==> config.mk <==
export PLATFORM = sky130hd
export DESIGN_NAME = uocs_regs
export DESIGN_NICKNAME = d
export VERILOG_FILES = /design/src/design/uocs_pkg.sv /design/src/design/uocs_regs.sv
export VERILOG_INCLUDE_DIRS = /design/src /design/src/design
export SDC_FILE = /design/constraint.sdc
export NUM_CORES = 1
export LEC_CHECK = 0
export ABC_AREA = 1
export CORE_UTILIZATION = 65
export DETAILED_ROUTE_END_ITERATION = 12
export DONT_BUFFER_PORTS = 1
export GPL_TIMING_DRIVEN = 0
export PLACE_DENSITY = 0.89
export SYNTH_ARGS = -nofsm -noshare
export SYNTH_HDL_FRONTEND = slang
export SYNTH_SLANG_ARGS = --single-unit
==> constraint.sdc <==
create_clock -name core_clk -period 2.4 [get_ports core_clk]
set_clock_uncertainty 0.05 [all_clocks]
set_input_delay 0.36 -clock core_clk [delete_from_list [all_inputs] [get_ports core_clk]]
set_output_delay 0.36 -clock core_clk [all_outputs]
set_load 0.02 [all_outputs]
==> src/design/uocs_params.svh <==
// Operation
// - upper byte of every register reads zero; only low byte has fields
// - plug type flag: 1 no plug or type B, 0 type A inserted
// - line stable flag set only if line state unchanged for previous 1 ms
// - session valid flag follows VBUS above session valid threshold
// - session end flag is 1 while VBUS below session end threshold
// - VBUS valid flag is 1 while VBUS exceeds VBUS valid threshold
// - OTG enable 0: D+ pull-up and pull-downs from host and module enable, D- pull-up off; 1: software bits
// - activity pending set by hardware, meaningful only with suspend guard
// - suspend enable gates USB clock, low-power transceiver; hardware clears
// - after each transfer load last endpoint number field
// - last direction flag: 1 transmit, 0 receive
// - ping-pong indicator shows odd bank 1 or even bank 0
// - live flag shows single-ended zero on the lines
// - packet disable halts engine; set on SETUP token, software clears
// - resume bit drives resume signalling while set
// - ping-pong reset forces all bank pointers to even
`ifndef UOCS_PARAMS_SVH
`define UOCS_PARAMS_SVH
`define UOCS_ADDR_W 3
`define UOCS_OFS_OTGSTAT 3'h0
`define UOCS_OFS_OTGCON 3'h1
`define UOCS_OFS_PWRC 3'h2
`define UOCS_OFS_STAT 3'h3
`define UOCS_OFS_CON 3'h4
`define UOCS_BIT_ID 7
`define UOCS_BIT_LSTABLE 5
`define UOCS_BIT_SESSION_VALID_FLAG 3
`define UOCS_BIT_SESSION_END_FLAG 2
`define UOCS_BIT_VBUS_VALID_FLAG 0
`define UOCS_BIT_DPPU 7
`define UOCS_BIT_DMPU 6
`define UOCS_BIT_DPPD 5
`define UOCS_BIT_DMPD 4
`define UOCS_BIT_VBON 3
`define UOCS_BIT_OTG_FEATURE_ENABLE 2
`define UOCS_BIT_VBCHG 1
`define UOCS_BIT_VBDIS 0
`define UOCS_BIT_ACTPND 7
`define UOCS_BIT_GUARD 4
`define UOCS_BIT_SUSP 1
`define UOCS_BIT_PWR 0
`define UOCS_BIT_DIR 3
`define UOCS_BIT_PINGPONG_BANK_INDICATOR 2
`define UOCS_BIT_SE0 6
`define UOCS_BIT_PACKET_DISABLE 5
`define UOCS_BIT_HOST_MODE_ENABLE 3
`define UOCS_BIT_RESUME 2
`define UOCS_BIT_PINGPONG_RESET 1
`define UOCS_BIT_MODULE_ENABLE 0
`define UOCS_OTGCON_WMASK 8'hFF
`define UOCS_PWRC_WMASK 8'h13
`define UOCS_CON_WMASK 8'h2F
`define UOCS_ZERO_BYTE 8'h00
`define UOCS_STABLE_NS 1000000
`define UOCS_CLK_NS 10
`define UOCS_STABLE_CYC (`UOCS_STABLE_NS / `UOCS_CLK_NS)
`endif

==> src/design/uocs_pkg.sv <==
package uocs_pkg;
  typedef logic [7:0] uocs_byte_t;
  typedef logic [15:0] uocs_word_t;
  typedef enum logic [1:0] {
    UOCS_LINE_SE0,
    UOCS_LINE_J,
    UOCS_LINE_K
  } uocs_line_t;
endpackage

==> src/design/uocs_regs.sv <==
`timescale 1ns/1ps
`include "uocs_params.svh"
module uocs_regs
  import uocs_pkg::*;
#(
  parameter int STABLE_CYCLES = `UOCS_STABLE_CYC
) (
  input wire logic core_clk,
  input wire logic reset_n,
  input wire logic [`UOCS_ADDR_W-1:0] reg_addr,
  input wire logic [15:0] reg_wdata,
  input wire logic reg_wr,
  input wire logic reg_rd,
  output logic [15:0] reg_rdata,
  input wire logic id_pin,
  input wire logic line_se0,
  input wire logic line_j,
  input wire logic vbus_sess_vld,
  input wire logic vbus_sess_end,
  input wire logic vbus_vld,
  input wire logic xfer_done,
  input wire logic [3:0] xfer_endpoint,
  input wire logic xfer_tx,
  input wire logic xfer_odd,
  input wire logic setup_token,
  input wire logic activity_busy,
  input wire logic resume_detect,
  output logic dplus_pullup,
  output logic dminus_pullup,
  output logic dplus_pulldown,
  output logic dminus_pulldown,
  output logic vbus_power_on,
  output logic vbus_charge_select,
  output logic vbus_discharge_enable,
  output logic usb_clk_gate_n,
  output logic xcvr_low_power,
  output logic module_active,
  output logic engine_halt,
  output logic resume_drive,
  output logic pingpong_force_even
);
  localparam int CW = $clog2(STABLE_CYCLES + 1);
  localparam logic [CW-1:0] STABLE_MAX = CW'(STABLE_CYCLES);

  // three-stage synchronisers for the pin inputs
  logic [5:0] s1, s2, s3;
  wire [5:0] pins = {id_pin, line_se0, line_j, vbus_sess_vld,
    vbus_sess_end, vbus_vld};
  logic [5:0] pin_q;
  genvar g;
  generate
    for (g = 0; g < 6; g++) begin : g_sync
      always_ff @(posedge core_clk or negedge reset_n) begin
        if (!reset_n) begin
          s1[g] <= 1'b0;
          s2[g] <= 1'b0;
          s3[g] <= 1'b0;
          pin_q[g] <= 1'b0;
        end else begin
          s1[g] <= pins[g];
          s2[g] <= s1[g];
          s3[g] <= s2[g];
          if (s2[g] == s3[g])
            pin_q[g] <= s3[g];
        end
      end
    end
  endgenerate
  wire plug_type_flag = pin_q[5];
  wire se0_live = pin_q[4];
  wire j_line_flag = pin_q[3];
  wire session_valid_flag = pin_q[2];
  wire session_end_flag = pin_q[1];
  wire vbus_valid_flag = pin_q[0];

  // line state stability timer
  uocs_line_t line_now, line_last;
  assign line_now = se0_live ? UOCS_LINE_SE0 :
    (j_line_flag ? UOCS_LINE_J : UOCS_LINE_K);
  logic [CW-1:0] stable_cnt;
  wire line_changed = (line_now != line_last);
  wire line_stable_flag = (stable_cnt == STABLE_MAX);
  always_ff @(posedge core_clk or negedge reset_n) begin
    if (!reset_n) begin
      line_last <= UOCS_LINE_SE0;
      stable_cnt <= '0;
    end else begin
      line_last <= line_now;
      if (line_changed)
        stable_cnt <= '0;
      else if (!line_stable_flag)
        stable_cnt <= stable_cnt + 1'b1;
    end
  end

  // software registers
  uocs_byte_t otgcon, pwrc_sw, con_sw;
  logic activity_pending_flag;
  logic [3:0] last_endpoint_number;
  logic last_dir, pingpong_bank_indicator;

  // register index match, shared by every write enable
  function automatic logic reg_hit(input logic [`UOCS_ADDR_W-1:0] a,
    input logic [`UOCS_ADDR_W-1:0] ofs);
    reg_hit = (a == ofs);
  endfunction

  wire wr_otgcon = reg_wr && reg_hit(reg_addr, `UOCS_OFS_OTGCON);
  wire wr_pwrc = reg_wr && reg_hit(reg_addr, `UOCS_OFS_PWRC);
  wire wr_con = reg_wr && reg_hit(reg_addr, `UOCS_OFS_CON);
  wire [7:0] wbyte = reg_wdata[7:0];

  wire suspend_guard = pwrc_sw[`UOCS_BIT_GUARD];
  wire suspend_enable = pwrc_sw[`UOCS_BIT_SUSP];
  wire module_power_enable = pwrc_sw[`UOCS_BIT_PWR];
  wire packet_disable = con_sw[`UOCS_BIT_PACKET_DISABLE];
  wire host_mode_enable = con_sw[`UOCS_BIT_HOST_MODE_ENABLE];
  wire module_enable = con_sw[`UOCS_BIT_MODULE_ENABLE];
  wire otg_feature_enable = otgcon[`UOCS_BIT_OTG_FEATURE_ENABLE];

  // hardware clears suspend on detected resume; the event wins over a write
  wire [7:0] next_pwrc_w = wr_pwrc ? (wbyte & `UOCS_PWRC_WMASK) : pwrc_sw;
  wire [7:0] next_pwrc = resume_detect ?
    (next_pwrc_w & ~(8'h01 << `UOCS_BIT_SUSP)) : next_pwrc_w;
  wire [7:0] next_con_w = wr_con ? (wbyte & `UOCS_CON_WMASK) : con_sw;
  wire [7:0] next_con = setup_token ?
    (next_con_w | (8'h01 << `UOCS_BIT_PACKET_DISABLE)) : next_con_w;

  always_ff @(posedge core_clk or negedge reset_n) begin
    if (!reset_n) begin
      otgcon <= `UOCS_ZERO_BYTE;
      pwrc_sw <= `UOCS_ZERO_BYTE;
      con_sw <= `UOCS_ZERO_BYTE;
    end else begin
      if (wr_otgcon)
        otgcon <= wbyte & `UOCS_OTGCON_WMASK;
      pwrc_sw <= next_pwrc;
      con_sw <= next_con;
    end
  end

  // activity pending only asserted while the guard is set
  always_ff @(posedge core_clk or negedge reset_n) begin
    if (!reset_n)
      activity_pending_flag <= 1'b0;
    else
      activity_pending_flag <= suspend_guard && activity_busy;
  end

  // last transfer status
  always_ff @(posedge core_clk or negedge reset_n) begin
    if (!reset_n) begin
      last_endpoint_number <= 4'h0;
      last_dir <= 1'b0;
      pingpong_bank_indicator <= 1'b0;
    end else if (xfer_done) begin
      last_endpoint_number <= xfer_endpoint;
      last_dir <= xfer_tx;
      pingpong_bank_indicator <= xfer_odd;
    end
  end

  // pull resistor and VBUS control
  wire hw_dp_pu = module_enable && !host_mode_enable;
  wire hw_pd = host_mode_enable;
  wire [7:0] con_read = {1'b0, se0_live, packet_disable, 1'b0,
    host_mode_enable, con_sw[`UOCS_BIT_RESUME],
    con_sw[`UOCS_BIT_PINGPONG_RESET], module_enable};

  // software pull bits only count with OTG on; otherwise the mode bits rule and the D- pull-up stays off
  wire next_dplus_pullup = otg_feature_enable ?
    otgcon[`UOCS_BIT_DPPU] : hw_dp_pu;
  wire next_dminus_pullup = otg_feature_enable &&
    otgcon[`UOCS_BIT_DMPU];
  wire next_dplus_pulldown = otg_feature_enable ?
    otgcon[`UOCS_BIT_DPPD] : hw_pd;
  wire next_dminus_pulldown = otg_feature_enable ?
    otgcon[`UOCS_BIT_DMPD] : hw_pd;
  wire next_module_active = module_power_enable && module_enable &&
    !suspend_enable;

  always_ff @(posedge core_clk or negedge reset_n) begin
    if (!reset_n) begin
      dplus_pullup <= 1'b0;
      dminus_pullup <= 1'b0;
      dplus_pulldown <= 1'b0;
      dminus_pulldown <= 1'b0;
    end else begin
      dplus_pullup <= next_dplus_pullup;
      dminus_pullup <= next_dminus_pullup;
      dplus_pulldown <= next_dplus_pulldown;
      dminus_pulldown <= next_dminus_pulldown;
    end
  end

  // VBUS drive follows the software bits with no mode gating
  always_ff @(posedge core_clk or negedge reset_n) begin
    if (!reset_n) begin
      vbus_power_on <= 1'b0;
      vbus_charge_select <= 1'b0;
      vbus_discharge_enable <= 1'b0;
    end else begin
      vbus_power_on <= otgcon[`UOCS_BIT_VBON];
      vbus_charge_select <= otgcon[`UOCS_BIT_VBCHG];
      vbus_discharge_enable <= otgcon[`UOCS_BIT_VBDIS];
    end
  end

  // suspend stops the clock and parks the transceiver together
  always_ff @(posedge core_clk or negedge reset_n) begin
    if (!reset_n) begin
      usb_clk_gate_n <= 1'b1;
      xcvr_low_power <= 1'b0;
      module_active <= 1'b0;
    end else begin
      usb_clk_gate_n <= !suspend_enable;
      xcvr_low_power <= suspend_enable;
      module_active <= next_module_active;
    end
  end

  // engine control levels for the transfer logic
  always_ff @(posedge core_clk or negedge reset_n) begin
    if (!reset_n) begin
      engine_halt <= 1'b0;
      resume_drive <= 1'b0;
      pingpong_force_even <= 1'b0;
    end else begin
      engine_halt <= packet_disable;
      resume_drive <= con_sw[`UOCS_BIT_RESUME];
      pingpong_force_even <= con_sw[`UOCS_BIT_PINGPONG_RESET];
    end
  end

  // read path: upper byte always zero
  wire [7:0] stat_read = {plug_type_flag, 1'b0, line_stable_flag, 1'b0,
    session_valid_flag, session_end_flag, 1'b0, vbus_valid_flag};
  wire [7:0] pwrc_read = {activity_pending_flag, 2'b00, suspend_guard,
    2'b00, suspend_enable, module_power_enable};
  wire [7:0] last_read = {last_endpoint_number, last_dir,
    pingpong_bank_indicator, 2'b00};
  logic [7:0] rd_sel;
  always_comb begin
    unique case (reg_addr)
      `UOCS_OFS_OTGSTAT: rd_sel = stat_read;
      `UOCS_OFS_OTGCON: rd_sel = otgcon;
      `UOCS_OFS_PWRC: rd_sel = pwrc_read;
      `UOCS_OFS_STAT: rd_sel = last_read;
      `UOCS_OFS_CON: rd_sel = con_read;
      default: rd_sel = `UOCS_ZERO_BYTE;
    endcase
  end
  always_ff @(posedge core_clk or negedge reset_n) begin
    if (!reset_n)
      reg_rdata <= 16'h0000;
    else if (reg_rd)
      reg_rdata <= {`UOCS_ZERO_BYTE, rd_sel};
    else
      reg_rdata <= 16'h0000;
  end
endmodule

After elaboration in Yosys (flattened, before gate mapping)
Index checks and enable logic that the tools add are counted.
Cells by class
  add/subtract/negate cells: 1
  equal/unequal tests: 13
  mux-type cells: 13
  reduce and logical (&&, ||, !) cells: 13
Operator list (count)
  one-hot mux 8 bit (5 select lines): 1
  two-way mux 17 bit: 2
  two-way mux 8 bit: 3
  adder 17 x 1 -> 17 bit, second input constant: 1
  == test 17 bit, second input constant: 1
  logical AND 1 bit: 8
  == test 1 bit: 6
  == test 3 x 2 -> 1 bit, second input constant: 2
  two-way mux 2 bit: 3
  two-way mux 6 bit: 1
  nonzero test 2 bit: 2
  == test 3 x 1 -> 1 bit, second input constant: 1
  == test 3 bit, second input constant: 1
  zero test 3 bit: 1
  two-way mux 1 bit: 3
  zero test 1 bit: 2
  != test 2 bit: 1
  != test 2 bit, second input constant: 1
Word-level totals
  register bits after elaboration: 95
  input port bits: 39
  output and inout bits: 29

Depth between registers and ports, before layout
Gate-level depths: netlist of run 1.
  depth after elaboration: 4
  depth in mapped cells: 10

Worst setup path after synthesis of run 1
No wires, ideal clock.
  path type: reg-to-reg
  from: register stable_cnt[0]
  to: register stable_cnt[10]
  data arrival time: 1.133 ns
  slack: 1.103 ns
  stages on the path, launching flop included: 9
  buffers on the path: 0
  cells stage by stage: dfrtp_1 > ha_1 > nand2_2 > nor2_4 > nand2_2 > nor2_1 > nand2_1 > nand2_1 > nor2_1
On the way
  word-level cells in the longest chain between the ends: 3
  elaborated cells on any way between the ends: 5
RTL lines
  start, declared: RTL line uocs_regs.sv:80  | logic [CW-1:0] stable_cnt;
  start signal, assigned: RTL line uocs_regs.sv:92  | stable_cnt <= stable_cnt + 1'b1;
  adder 17 x 1 -> 17 bit: RTL line uocs_regs.sv:92
  two-way mux 17 bit: RTL line uocs_regs.sv:91  | else if (!line_stable_flag)
  two-way mux 17 bit: RTL line uocs_regs.sv:89  | if (line_changed)
Several ways; a longest one is shown, not always the timed one. The select of a mux whose other input is x is not followed.
A chain may end at the register's enable or synchronous reset.

Worst setup path after layout of run 1
  from: register stable_cnt[0]
  to: register stable_cnt[14]
Same word-level chain as after synthesis.

==> flow_summary.json, run 1 <==
{
  "dp_hpwl_um": 5180,
  "num_vias": 2729,
  "cts_repair_resize_count": 0,
  "grt_start_max_net_pins": 88,
  "cp_top_family": "simple AND/OR/NAND/NOR gates",
  "post-place-cells": 487,
  "timing_worst_setup_path_type": "flop to flop",
  "critical_path.reg2reg.endpoint": "stable_cnt[14]",
  "critPathBufInv": 1,
  "place_worst_setup_slack_ns": 0.934,
  "highest_layer": "met4",
  "status": "finished, violations left",
  "r2r_slack_ns": 0.91,
  "number_of_antenna_violations_at_the_first_check_in_global_routing": 0,
  "root_buffer": "sky130_fd_sc_hd__clkbuf_8",
  "timing.critical_path.arrival_ns": 1.70,
  "setup_tns_ns": 0,
  "final-instance-count-excl-fill": 509,
  "met3WireLength_um": 604,
  "ff2ff_path_depth": 8,
  "cells_after_synthesis": 408,
  "final_max_slew_viol_count": 0,
  "max_cap_violations": 0,
  "route.met2.wl_um": 3510,
  "layout.cell_area.non_filler_um2": 4120,
  "worst_setup_path_end_kind": "flop",
  "route.detailed.wl_per_inst_um": 14.3,
  "fin_nets": 473,
  "worstSetupPathDepth": 8,
  "pwr_density_cell_nw_per_um2": 742,
  "clkLatencyLatePin_ns": 0.36,
  "drt_pass1_iterations": 4,
  "first_global_vias": 2675,
  "core.rowCount": 27,
  "wirelength_um": 7270,
  "whs_ns": -0.371,
  "initial_utilization": 0.676,
  "yosysTopAreaCell": "sky130_fd_sc_hd__dfrtp_1",
  "crit_path_max_fanout": 6,
  "cts.reportedPaths.clkPinSlew_ns": 0.10,
  "top_level_ports": 68,
  "max-clock-path-buffers": 2,
  "timing.final.crit_share": 0.622,
  "period_minus_slack_ns": 1.49,
  "die_w_um": 77.9,
  "cp.required_ns": 2.61,
  "setup_violation_total_in_the_final_timing_report": 0,
  "synth.top_cell.area_share": 0.575,
  "cp_cell_sequence": "ha_1 > nand2_2 > nor2_4 > nand2_2 > inv_1 > nand3b_1 > nand2_1 > nor2_1",
  "finalCoreUtilization": 0.744,
  "synth.area.top_cells": "sky130_fd_sc_hd__dfrtp_1, sky130_fd_sc_hd__nand2_1, sky130_fd_sc_hd__nor2_1, sky130_fd_sc_hd__inv_1, sky130_fd_sc_hd__o21ai_0",
  "worstSetupStartpointType": "flop",
  "ys_seq_elements": 87,
  "r2r_start": "stable_cnt[0]",
  "worst_slack_ns": 0.907,
  "max_incr_delay_on_cp_ns": 0.44,
  "track_usage": 0.267,
  "post_synth_num_cell_types": 35,
  "n_antenna_cell": 0,
  "area_growth_pct": 10.1,
  "fp.coreArea_um2": 5540,
  "setup_repair_after_global_routing_missed_its_margin": "no",
  "route.detailed.drc": 0,
  "postPlaceCellArea_um2": 3860,
  "grt_pass1_wl_um": 12200,
  "total_power_mw": 3.06,
  "power.leakage_nw": 1.99,
  "violations_in_the_final_reports": "hold timing",
  "final_layout_size_suffix_gt1_frac": 0.151,
  "cts.sink_count": 87,
  "synthesis.area_per_instance_um2": 9.18,
  "syn_area_um2": 3740,
  "crit_end": "stable_cnt[14]",
  "finalWeightedCongestion": 0.877,
  "tritoncts": "built",
  "ys_seq_area_frac": 0.582,
  "min_path_type": "input port to async pin",
  "ys.warnings.count": 0,
  "die-area_um2": 6070,
  "dr.first_iter.drc_count": 252,
  "cp_slowest_cell": "sky130_fd_sc_hd__dfrtp_1",
  "die_h_um": 77.9,
  "timing.final.hold_violations": 87,
  "detail_route.vias_per_cell": 5.36,
  "routedLengthMet1_um": 3030,
  "crit_start": "stable_cnt[0]",
  "critical_path.most_common_cell": "sky130_fd_sc_hd__nand2_2",
  "detail-route-antenna-nets": 0,
  "post_cts.repair.setup_buffers": 0,
  "globalRoute.totalOverflow": 0,
  "cts_buffers": 9,
  "cts.hold.buffers_added": 6,
  "cts_max_level": 3,
  "max-vdd-ir-drop_uv": 564,
  "max_freq_mhz": 670,
  "port-buffer-count": 0
}
-- cell usage in the layout (no fill, tap or decap), types with 2 or more instances in the layout --
master                          netlist  layout
sky130_fd_sc_hd__nand2_2              9       9
sky130_fd_sc_hd__nor2_2               7       7
sky130_fd_sc_hd__nor2_1              61      61
sky130_fd_sc_hd__nor3_1               5       5
sky130_fd_sc_hd__conb_1               1       8
sky130_fd_sc_hd__mux2_2               3       3
sky130_fd_sc_hd__nand3_1             10      10
sky130_fd_sc_hd__clkbuf_8             0      10
sky130_fd_sc_hd__ha_1                 2       2
sky130_fd_sc_hd__inv_1               46      46
sky130_fd_sc_hd__inv_2                3       3
sky130_fd_sc_hd__dfrtp_1             86      86
sky130_fd_sc_hd__a21oi_1              6       6
sky130_fd_sc_hd__nor2_4               2       2
sky130_fd_sc_hd__a21oi_2              3       3
sky130_fd_sc_hd__dlygate4sd3_1        0       6
sky130_fd_sc_hd__o21ai_0             21      21
sky130_fd_sc_hd__nand3_2              2       2
sky130_fd_sc_hd__inv_8                0       2
sky130_fd_sc_hd__a31oi_1              2       2
sky130_fd_sc_hd__o21ai_1              2       2
sky130_fd_sc_hd__nand4_1              7       7
sky130_fd_sc_hd__buf_4                8       8
sky130_fd_sc_hd__nand2_1             96      96
sky130_fd_sc_hd__maj3_1               6       6
sky130_fd_sc_hd__xor2_1               2       2
sky130_fd_sc_hd__buf_6                2       2
sky130_fd_sc_hd__o21ai_2              6       6
-- worst reg2reg max path, cell delays in order (launching register included) --
cell and delay [ns]:
sky130_fd_sc_hd__dfrtp_1 0.44, sky130_fd_sc_hd__ha_1 0.23, sky130_fd_sc_hd__nand2_2 0.08, sky130_fd_sc_hd__nor2_4 0.16
sky130_fd_sc_hd__nand2_2 0.12, sky130_fd_sc_hd__inv_1 0.11, sky130_fd_sc_hd__nand3b_1 0.09, sky130_fd_sc_hd__nand2_1 0.07
sky130_fd_sc_hd__nor2_1 0.04
-- registers in the layout, indices dropped and copies added, names as in the netlist, 2 cells and up --
name / count
con_sw: 5
reg_rdata: 8
s3: 6
s1: 6
otgcon: 8
stable_cnt: 17
s2: 6
last_endpoint_number: 4
pwrc_sw: 3
line_last: 2
-- power breakdown --
part	leakage, nW	internal [mW]	switching (mW)
clock	0.0997	0.432	0.562
sequential	1.09	1.60	0.156
combinational	0.792	0.118	0.183
total	1.99	2.16	0.902
-- synth_stat cells (all sizes together) --
cell	number
clkbuf	2
o21ai	29
nand3b	1
nand4	7
nor3b	1
dfrtp	86
ha	2
o211ai	1
inv	49
maj3	6
a31oi	2
o21bai	1
nand3	12
buf	11
nor3	6
a21oi	9
xor2	2
nand2	106
nor2	70
conb	1
dfstp	1
mux2	3
-- area by class of cell --
type,count,area (um^2)
clock inverter,6,63.8
fill,378,1420
sequential,87,2180
clock buffer,10,138
inverter,49,184
tap,72,90.1
timing repair buffer,6,60.1
multi-input combinational,266,1310
buffer,13,96.3
-- logic make-up after synthesis --
kind of cell    Yosys count  synth area share
compound gates           42            0.0672
xor+xnor                  2           0.00468
fa+ha+maj                 8            0.0227
buf+inv                  62            0.0749
flops                    87             0.582
mux                       3           0.00902
other cells               1           0.00100
simple gates            203             0.239
-- worst min path at each step --
| stage | to | depth (start not counted) | slack, ns |
|---|---|---|---|
| floorplan | activity_pending_flag | 0 | 0.01 |
| global placement | engine_halt | 0 | 0.02 |
| detailed placement | engine_halt | 0 | 0.02 |
| CTS | s3[2] | 0 | -0.38 |
| global route | otgcon[1] | 0 | -0.40 |
| finish | pwrc_sw[4] | 0 | -0.37 |
-- per-layer routing --
metal | vias to the layer above | GRT usage
met5 | - | 0
met1 | 1291 | 0.348
met4 | 0 | 0.0852
met3 | 21 | 0.102
met2 | 108 | 0.416
li1 | 1309 | -
No activity file was read; power rests on OpenSTA's default activity.
==> run 2, diff against run 1 <==
- CORE_UTILIZATION: 65 -> 56
- PLACE_DENSITY: 0.89 -> 0.82
- clock period: 2.4 -> 1.3 ns (I/O delays scaled with it)
==> run 2 against run 1 <==
  * The flow finishes with violations (hold timing, setup timing)
  * Sequential cell count is the same
  * Routed wire length grew 16%
  * Critical path depth shrank 1
  * Final area grew 11%
  * Utilization shrank 2.9 points
  * Highest routed layer unchanged
  * Sequential share of layout area shrank 5.0 points
  * First-iteration DRC count shrank 19%
  * Cell count grew 8.3%
  * Die area grew 16%
==> flow_summary.json, run 2 (same netlist as run 1, synthesis figures left out) <==
{
  "grt_start_max_net_pins": 88,
  "drt_pass1_iterations": 5,
  "largest_register": "stable_cnt",
  "timing.critical_path.arrival_ns": 1.69,
  "die_w_um": 83.8,
  "timing.final.hold_violations": 87,
  "number_of_antenna_violations_at_the_first_check_in_global_routing": 0,
  "status": "finished, violations left",
  "routedLengthMet1_um": 3470,
  "crit_path_max_fanout": 5,
  "mostFrequentLayoutCells": "sky130_fd_sc_hd__nand2_1, sky130_fd_sc_hd__dfrtp_1, sky130_fd_sc_hd__nor2_1",
  "timing_worst_setup_path_type": "flop to flop",
  "n_antenna_cell": 0,
  "setup_repair_after_global_routing_missed_its_margin": "yes",
  "wirelength_um": 8430,
  "cts_max_level": 3,
  "cts.hold.buffers_added": 29,
  "min_path_type": "input port to async pin",
  "timing.final.crit_share": 1.14,
  "cp.required_ns": 1.51,
  "fin_nets": 510,
  "detail_route.vias_per_cell": 5.42,
  "fp.coreArea_um2": 6390,
  "port-buffer-count": 0,
  "tritoncts": "built",
  "met3WireLength_um": 462,
  "cts.sink_count": 87,
  "final_layout_size_suffix_gt1_frac": 0.226,
  "worstSetupStartpointType": "flop",
  "cts.reportedPaths.clkPinSlew_ns": 0.10,
  "route.met2.wl_um": 4300,
  "cts_buffers": 9,
  "grt_pass1_wl_um": 13600,
  "setup_violation_total_in_the_final_timing_report": 12,
  "power.leakage_nw": 2.16,
  "reg.largest.list": "stable_cnt: 17 flops, otgcon: 8 flops, reg_rdata: 8 flops",
  "core.rowCount": 29,
  "max_cap_violations": 0,
  "largest_register_ff_count": 17,
  "dr.first_iter.drc_count": 204,
  "num_vias": 2985,
  "final_max_slew_viol_count": 0,
  "root_buffer": "sky130_fd_sc_hd__clkbuf_8",
  "place_worst_setup_slack_ns": -0.156,
  "top_level_ports": 68,
  "detail-route-antenna-nets": 0,
  "track_usage": 0.250,
  "fillerInstances": 449,
  "whs_ns": -0.533,
  "worst_setup_path_end_kind": "flop",
  "max-clock-path-buffers": 2,
  "violations_in_the_final_reports": "hold timing, setup timing",
  "pwr_density_cell_nw_per_um2": 1290,
  "initial_utilization": 0.586,
  "worst_slack_ns": -0.180,
  "total_power_mw": 5.88,
  "first_global_vias": 2940,
  "dp_hpwl_um": 5050,
  "die_h_um": 83.8,
  "setup_tns_ns": -1.09,
  "clkLatencyLatePin_ns": 0.37,
  "route.detailed.drc": 0,
  "finalWeightedCongestion": 0.900,
  "mostFrequentLayoutCell": "sky130_fd_sc_hd__nand2_1",
  "max-vdd-ir-drop_uv": 1140,
  "area_growth_pct": 21.9,
  "route.detailed.wl_per_inst_um": 15.3,
  "globalRoute.totalOverflow": 0,
  "max_freq_mhz": 676,
  "highest_layer": "met4",
  "die-area_um2": 7020,
  "period_minus_slack_ns": 1.48
}
[run 2: cell types whose count changed in the layout (fill, tap and decap cells not counted), sizes merged]
cell | before | now
clkinv | 2 | 3
dlygate4sd3 | 6 | 29
clkbuf | 12 | 11
buf | 11 | 25
[run 2: worst paths after layout]
path,start,endpoint,slack (ns),cells after the start
worst max-delay path,stable_cnt[0],stable_cnt[12],-0.18,7
worst min-delay path,reset_n,s3[4],-0.53,0
worst max register to register,stable_cnt[0],stable_cnt[12],-0.18,7
worst min register to register,s1[3],s2[3],0.31,0
max in group asynchronous,reset_n,usb_clk_gate_n,1.53,0
min in group core_clk,reg_wr,otgcon[3],0.01,3
[run 2: repair_timing]
action / CTS / global route
gates resized for setup: 10 / 25
hold endpoints to repair: 116 / 87
setup buffers: 8 / 6
pin swaps: 4 / 6
setup endpoints to repair: 17 / 21
[run 2: cell type report]
cell class                      count  area [um^2]  area share
Inverter                           49          184      0.0403
Timing Repair Buffer               43          395      0.0866
Multi-Input combinational cell    266         1410       0.309
Clock buffer                        9          124      0.0271
Clock inverter                      7         72.6      0.0159
Sequential cell                    87         2180       0.479
Buffer                             13         96.3      0.0211
Tap cell                           77         96.3      0.0211
[run 2: worst max-delay path, cell delays in order, from the launching register on]
cell	delay (ns)
sky130_fd_sc_hd__dfrtp_1	0.43
sky130_fd_sc_hd__ha_2	0.22
sky130_fd_sc_hd__nand2_2	0.07
sky130_fd_sc_hd__nor2_4	0.18
sky130_fd_sc_hd__buf_4	0.15
sky130_fd_sc_hd__nand4_1	0.10
sky130_fd_sc_hd__o21ai_1	0.11
sky130_fd_sc_hd__nor2_1	0.05
[run 2: through the flow]
stage                     std cells  utilization  area, um^2  hold slack (ns)
after floorplan                 415            -        3770           -0.151
after global placement          492        0.605        3870           -0.147
after detailed placement        492        0.605        3870           -0.148
after CTS                       545        0.694        4430           -0.548
after global routing            551        0.715        4560           -0.563
final                           551        0.715        4560           -0.533
[run 2: power by group]
group / leakage [nW] / switching (mW) / internal (mW)
logic: 0.973 / 0.402 / 0.367
registers: 1.09 / 0.292 / 2.97
clock network: 0.0966 / 1.10 / 0.750
total: 2.16 / 1.80 / 4.08
[run 2: routing by layer]
| metal | vias up | track usage |
|---|---|---|
| met4 | 0 | 0.0724 |
| met3 | 24 | 0.0791 |
| met2 | 112 | 0.427 |
| met5 | - | 0 |
| met1 | 1461 | 0.305 |
| li1 | 1388 | - |
==> run 3, diff against run 2 <==
- CORE_MARGIN: unset -> 10
- RECOVER_POWER: unset -> 50
- SLEW_MARGIN: unset -> 20
==> run 3 against run 2 <==
  * The flow still finishes with violations (hold timing, setup timing)
  * Routed wire length up 11%
  * Register-to-register slack gained 0.09 ns
  * Sequential cell count unchanged
  * Sequential power is essentially flat
  * Power up 1.1%
  * Utilization increased by 1.8 points
  * Largest cell class unchanged
  * Highest routed layer unchanged
==> flow_summary.json, run 3 (same netlist as run 1, synthesis figures left out) <==
{
  "timing.final.hold_violations": 87,
  "status": "finished, violations left",
  "finalCoreUtilization": 0.732,
  "cp.required_ns": 1.50,
  "ff2ff_path_depth": 8,
  "max_incr_delay_on_cp_ns": 0.43,
  "setup_repair_after_global_routing_missed_its_margin": "yes",
  "drt_pass1_iterations": 4,
  "mostFrequentLayoutCell": "sky130_fd_sc_hd__nand2_1",
  "crit_path_max_fanout": 5,
  "reg.largest.list": "stable_cnt: 17 flops, otgcon: 8 flops, reg_rdata: 8 flops",
  "period_minus_slack_ns": 1.39,
  "max-vdd-ir-drop_uv": 1220,
  "route.detailed.wl_per_inst_um": 16.8,
  "cts_max_level": 3,
  "worst_setup_path_end_kind": "flop",
  "num_vias": 2995,
  "port-buffer-count": 0,
  "max_cap_violations": 0,
  "critPathBufInv": 1,
  "cp_slowest_cell": "sky130_fd_sc_hd__dfrtp_2",
  "grt_util_met2": 0.286,
  "die_w_um": 102,
  "number_of_antenna_violations_at_the_first_check_in_global_routing": 0,
  "mostFrequentLayoutCells": "sky130_fd_sc_hd__nand2_1, sky130_fd_sc_hd__dfrtp_1, sky130_fd_sc_hd__nor2_1",
  "final-instance-count-excl-fill": 560,
  "max-clock-path-buffers": 2,
  "track_usage": 0.177,
  "whs_ns": -0.532,
  "critical_path.most_common_cell": "sky130_fd_sc_hd__nand2_4",
  "grt_use_met1": 0.204,
  "crit_end": "stable_cnt[14]",
  "globalRoute.totalOverflow": 0,
  "r2r_start": "stable_cnt[1]",
  "area_growth_pct": 25.6,
  "post-place-cells": 492,
  "cts.sink_count": 87,
  "cp_cell_sequence": "ha_4 > nand2_4 > nor2_4 > nand2_4 > inv_4 > nand3b_1 > nand2_1 > nor2_1",
  "detail_route.vias_per_cell": 5.35,
  "max_freq_mhz": 718,
  "setup_violation_total_in_the_final_timing_report": 10,
  "finalWeightedCongestion": 0.908,
  "r2r_slack_ns": -0.09,
  "top_level_ports": 68,
  "min_path_type": "input port to async pin",
  "worst_slack_ns": -0.0929,
  "pwr_density_cell_nw_per_um2": 1260,
  "cts_buffers": 9,
  "die-area_um2": 10400,
  "fp.coreArea_um2": 6420,
  "root_buffer": "sky130_fd_sc_hd__clkbuf_8",
  "detail-route-antenna-nets": 0,
  "clkLatencyLatePin_ns": 0.37,
  "fillerInstances": 399,
  "grt_pass1_wl_um": 14300,
  "largest_register_ff_count": 17,
  "dp_hpwl_um": 5570,
  "worstSetupPathDepth": 8,
  "timing.critical_path.arrival_ns": 1.59,
  "worstSetupStartpointType": "flop",
  "route.detailed.drc": 0,
  "fin_nets": 519,
  "wirelength_um": 9400,
  "timing.final.crit_share": 1.07,
  "initial_utilization": 0.583,
  "core.rowCount": 29,
  "final_max_slew_viol_count": 0,
  "cts.reportedPaths.clkPinSlew_ns": 0.09,
  "power.leakage_nw": 2.22,
  "crit_start": "stable_cnt[1]",
  "die_h_um": 102,
  "n_antenna_cell": 0,
  "largest_register": "stable_cnt",
  "gr-usage-met3": 0.0735,
  "violations_in_the_final_reports": "hold timing, setup timing",
  "grt_busiest_layer": "met2",
  "timing_worst_setup_path_type": "flop to flop",
  "tritoncts": "built",
  "first_global_vias": 3069,
  "grt_start_max_net_pins": 88,
  "dr.first_iter.drc_count": 172,
  "cp_top_family": "simple AND/OR/NAND/NOR gates",
  "final_layout_size_suffix_gt1_frac": 0.257,
  "critical_path.reg2reg.endpoint": "stable_cnt[14]"
}
==> run 3: cell types whose count changed in the layout (fill, tap and decap cells not counted), sizes merged <==
cell,previous run,this run
buf,25,33
clkbuf,11,14
clkinv,3,1
clkinvlp,1,0
dlygate4sd3,29,31
inv,52,51
==> run 3: worst min-delay path by stage <==
stage,slack (ns),cells after the start,end
finish,-0.53,0,con_sw[1]
global route,-0.56,0,reg_rdata[5]
CTS,-0.54,0,con_sw[1]
detailed placement,-0.15,0,stable_cnt[13]
global placement,-0.15,0,stable_cnt[13]
floorplan,-0.15,0,activity_pending_flag
==> run 3: metal layers <==
layer / up-vias / wire [um]
li1: 1399 / -
met1: 1447 / 3570
met2: 131 / 4780
met3: 18 / 840
met4: 0 / 213
met5: - / 0
==> run 3: where the power goes <==
| group | switching (mW) | internal [mW] | total (mW) | leakage (nW) |
|---|---|---|---|---|
| Sequential | 0.317 | 2.97 | 3.29 | 1.08 |
| Clock | 0.954 | 0.818 | 1.77 | 0.0946 |
| Combinational | 0.443 | 0.444 | 0.887 | 1.04 |
| Total | 1.71 | 4.23 | 5.95 | 2.22 |
==> run 3: area by class of cell <==
cell class                      instances  area (um^2)  area share
Sequential cell                        87         2190       0.465
Timing Repair Buffer                   52          475       0.101
Clock inverter                          3         26.3     0.00559
Inverter                               49          186      0.0396
Multi-Input combinational cell        266         1480       0.314
Tap cell                               77         96.3      0.0205
Clock buffer                           13          159      0.0338
Buffer                                 13         96.3      0.0205
==> run 3: what timing repair did <==
item / in CTS / in global routing
hold buffers: 31 / 1
resized for setup: 23 / 38
setup buffers: 8 / 12
cloned: 1 / 0
pin swaps: 8 / 15
hold endpoints to repair: 116 / 88
setup endpoints to repair: 16 / 21
==> run 3: metrics by stage <==
step                      instance area, um^2  worst slack [ns]  TNS [ns]  power [mW]
after floorplan                          3770           0.00302         0        3.67
after global placement                   3870            -0.177    -0.822        3.80
after detailed placement                 3870            -0.217     -1.25        3.83
after CTS                                4500           -0.0890    -0.506        5.80
after global routing                     4700            -0.150     -1.68        6.20
final                                    4700           -0.0929    -0.653        5.95
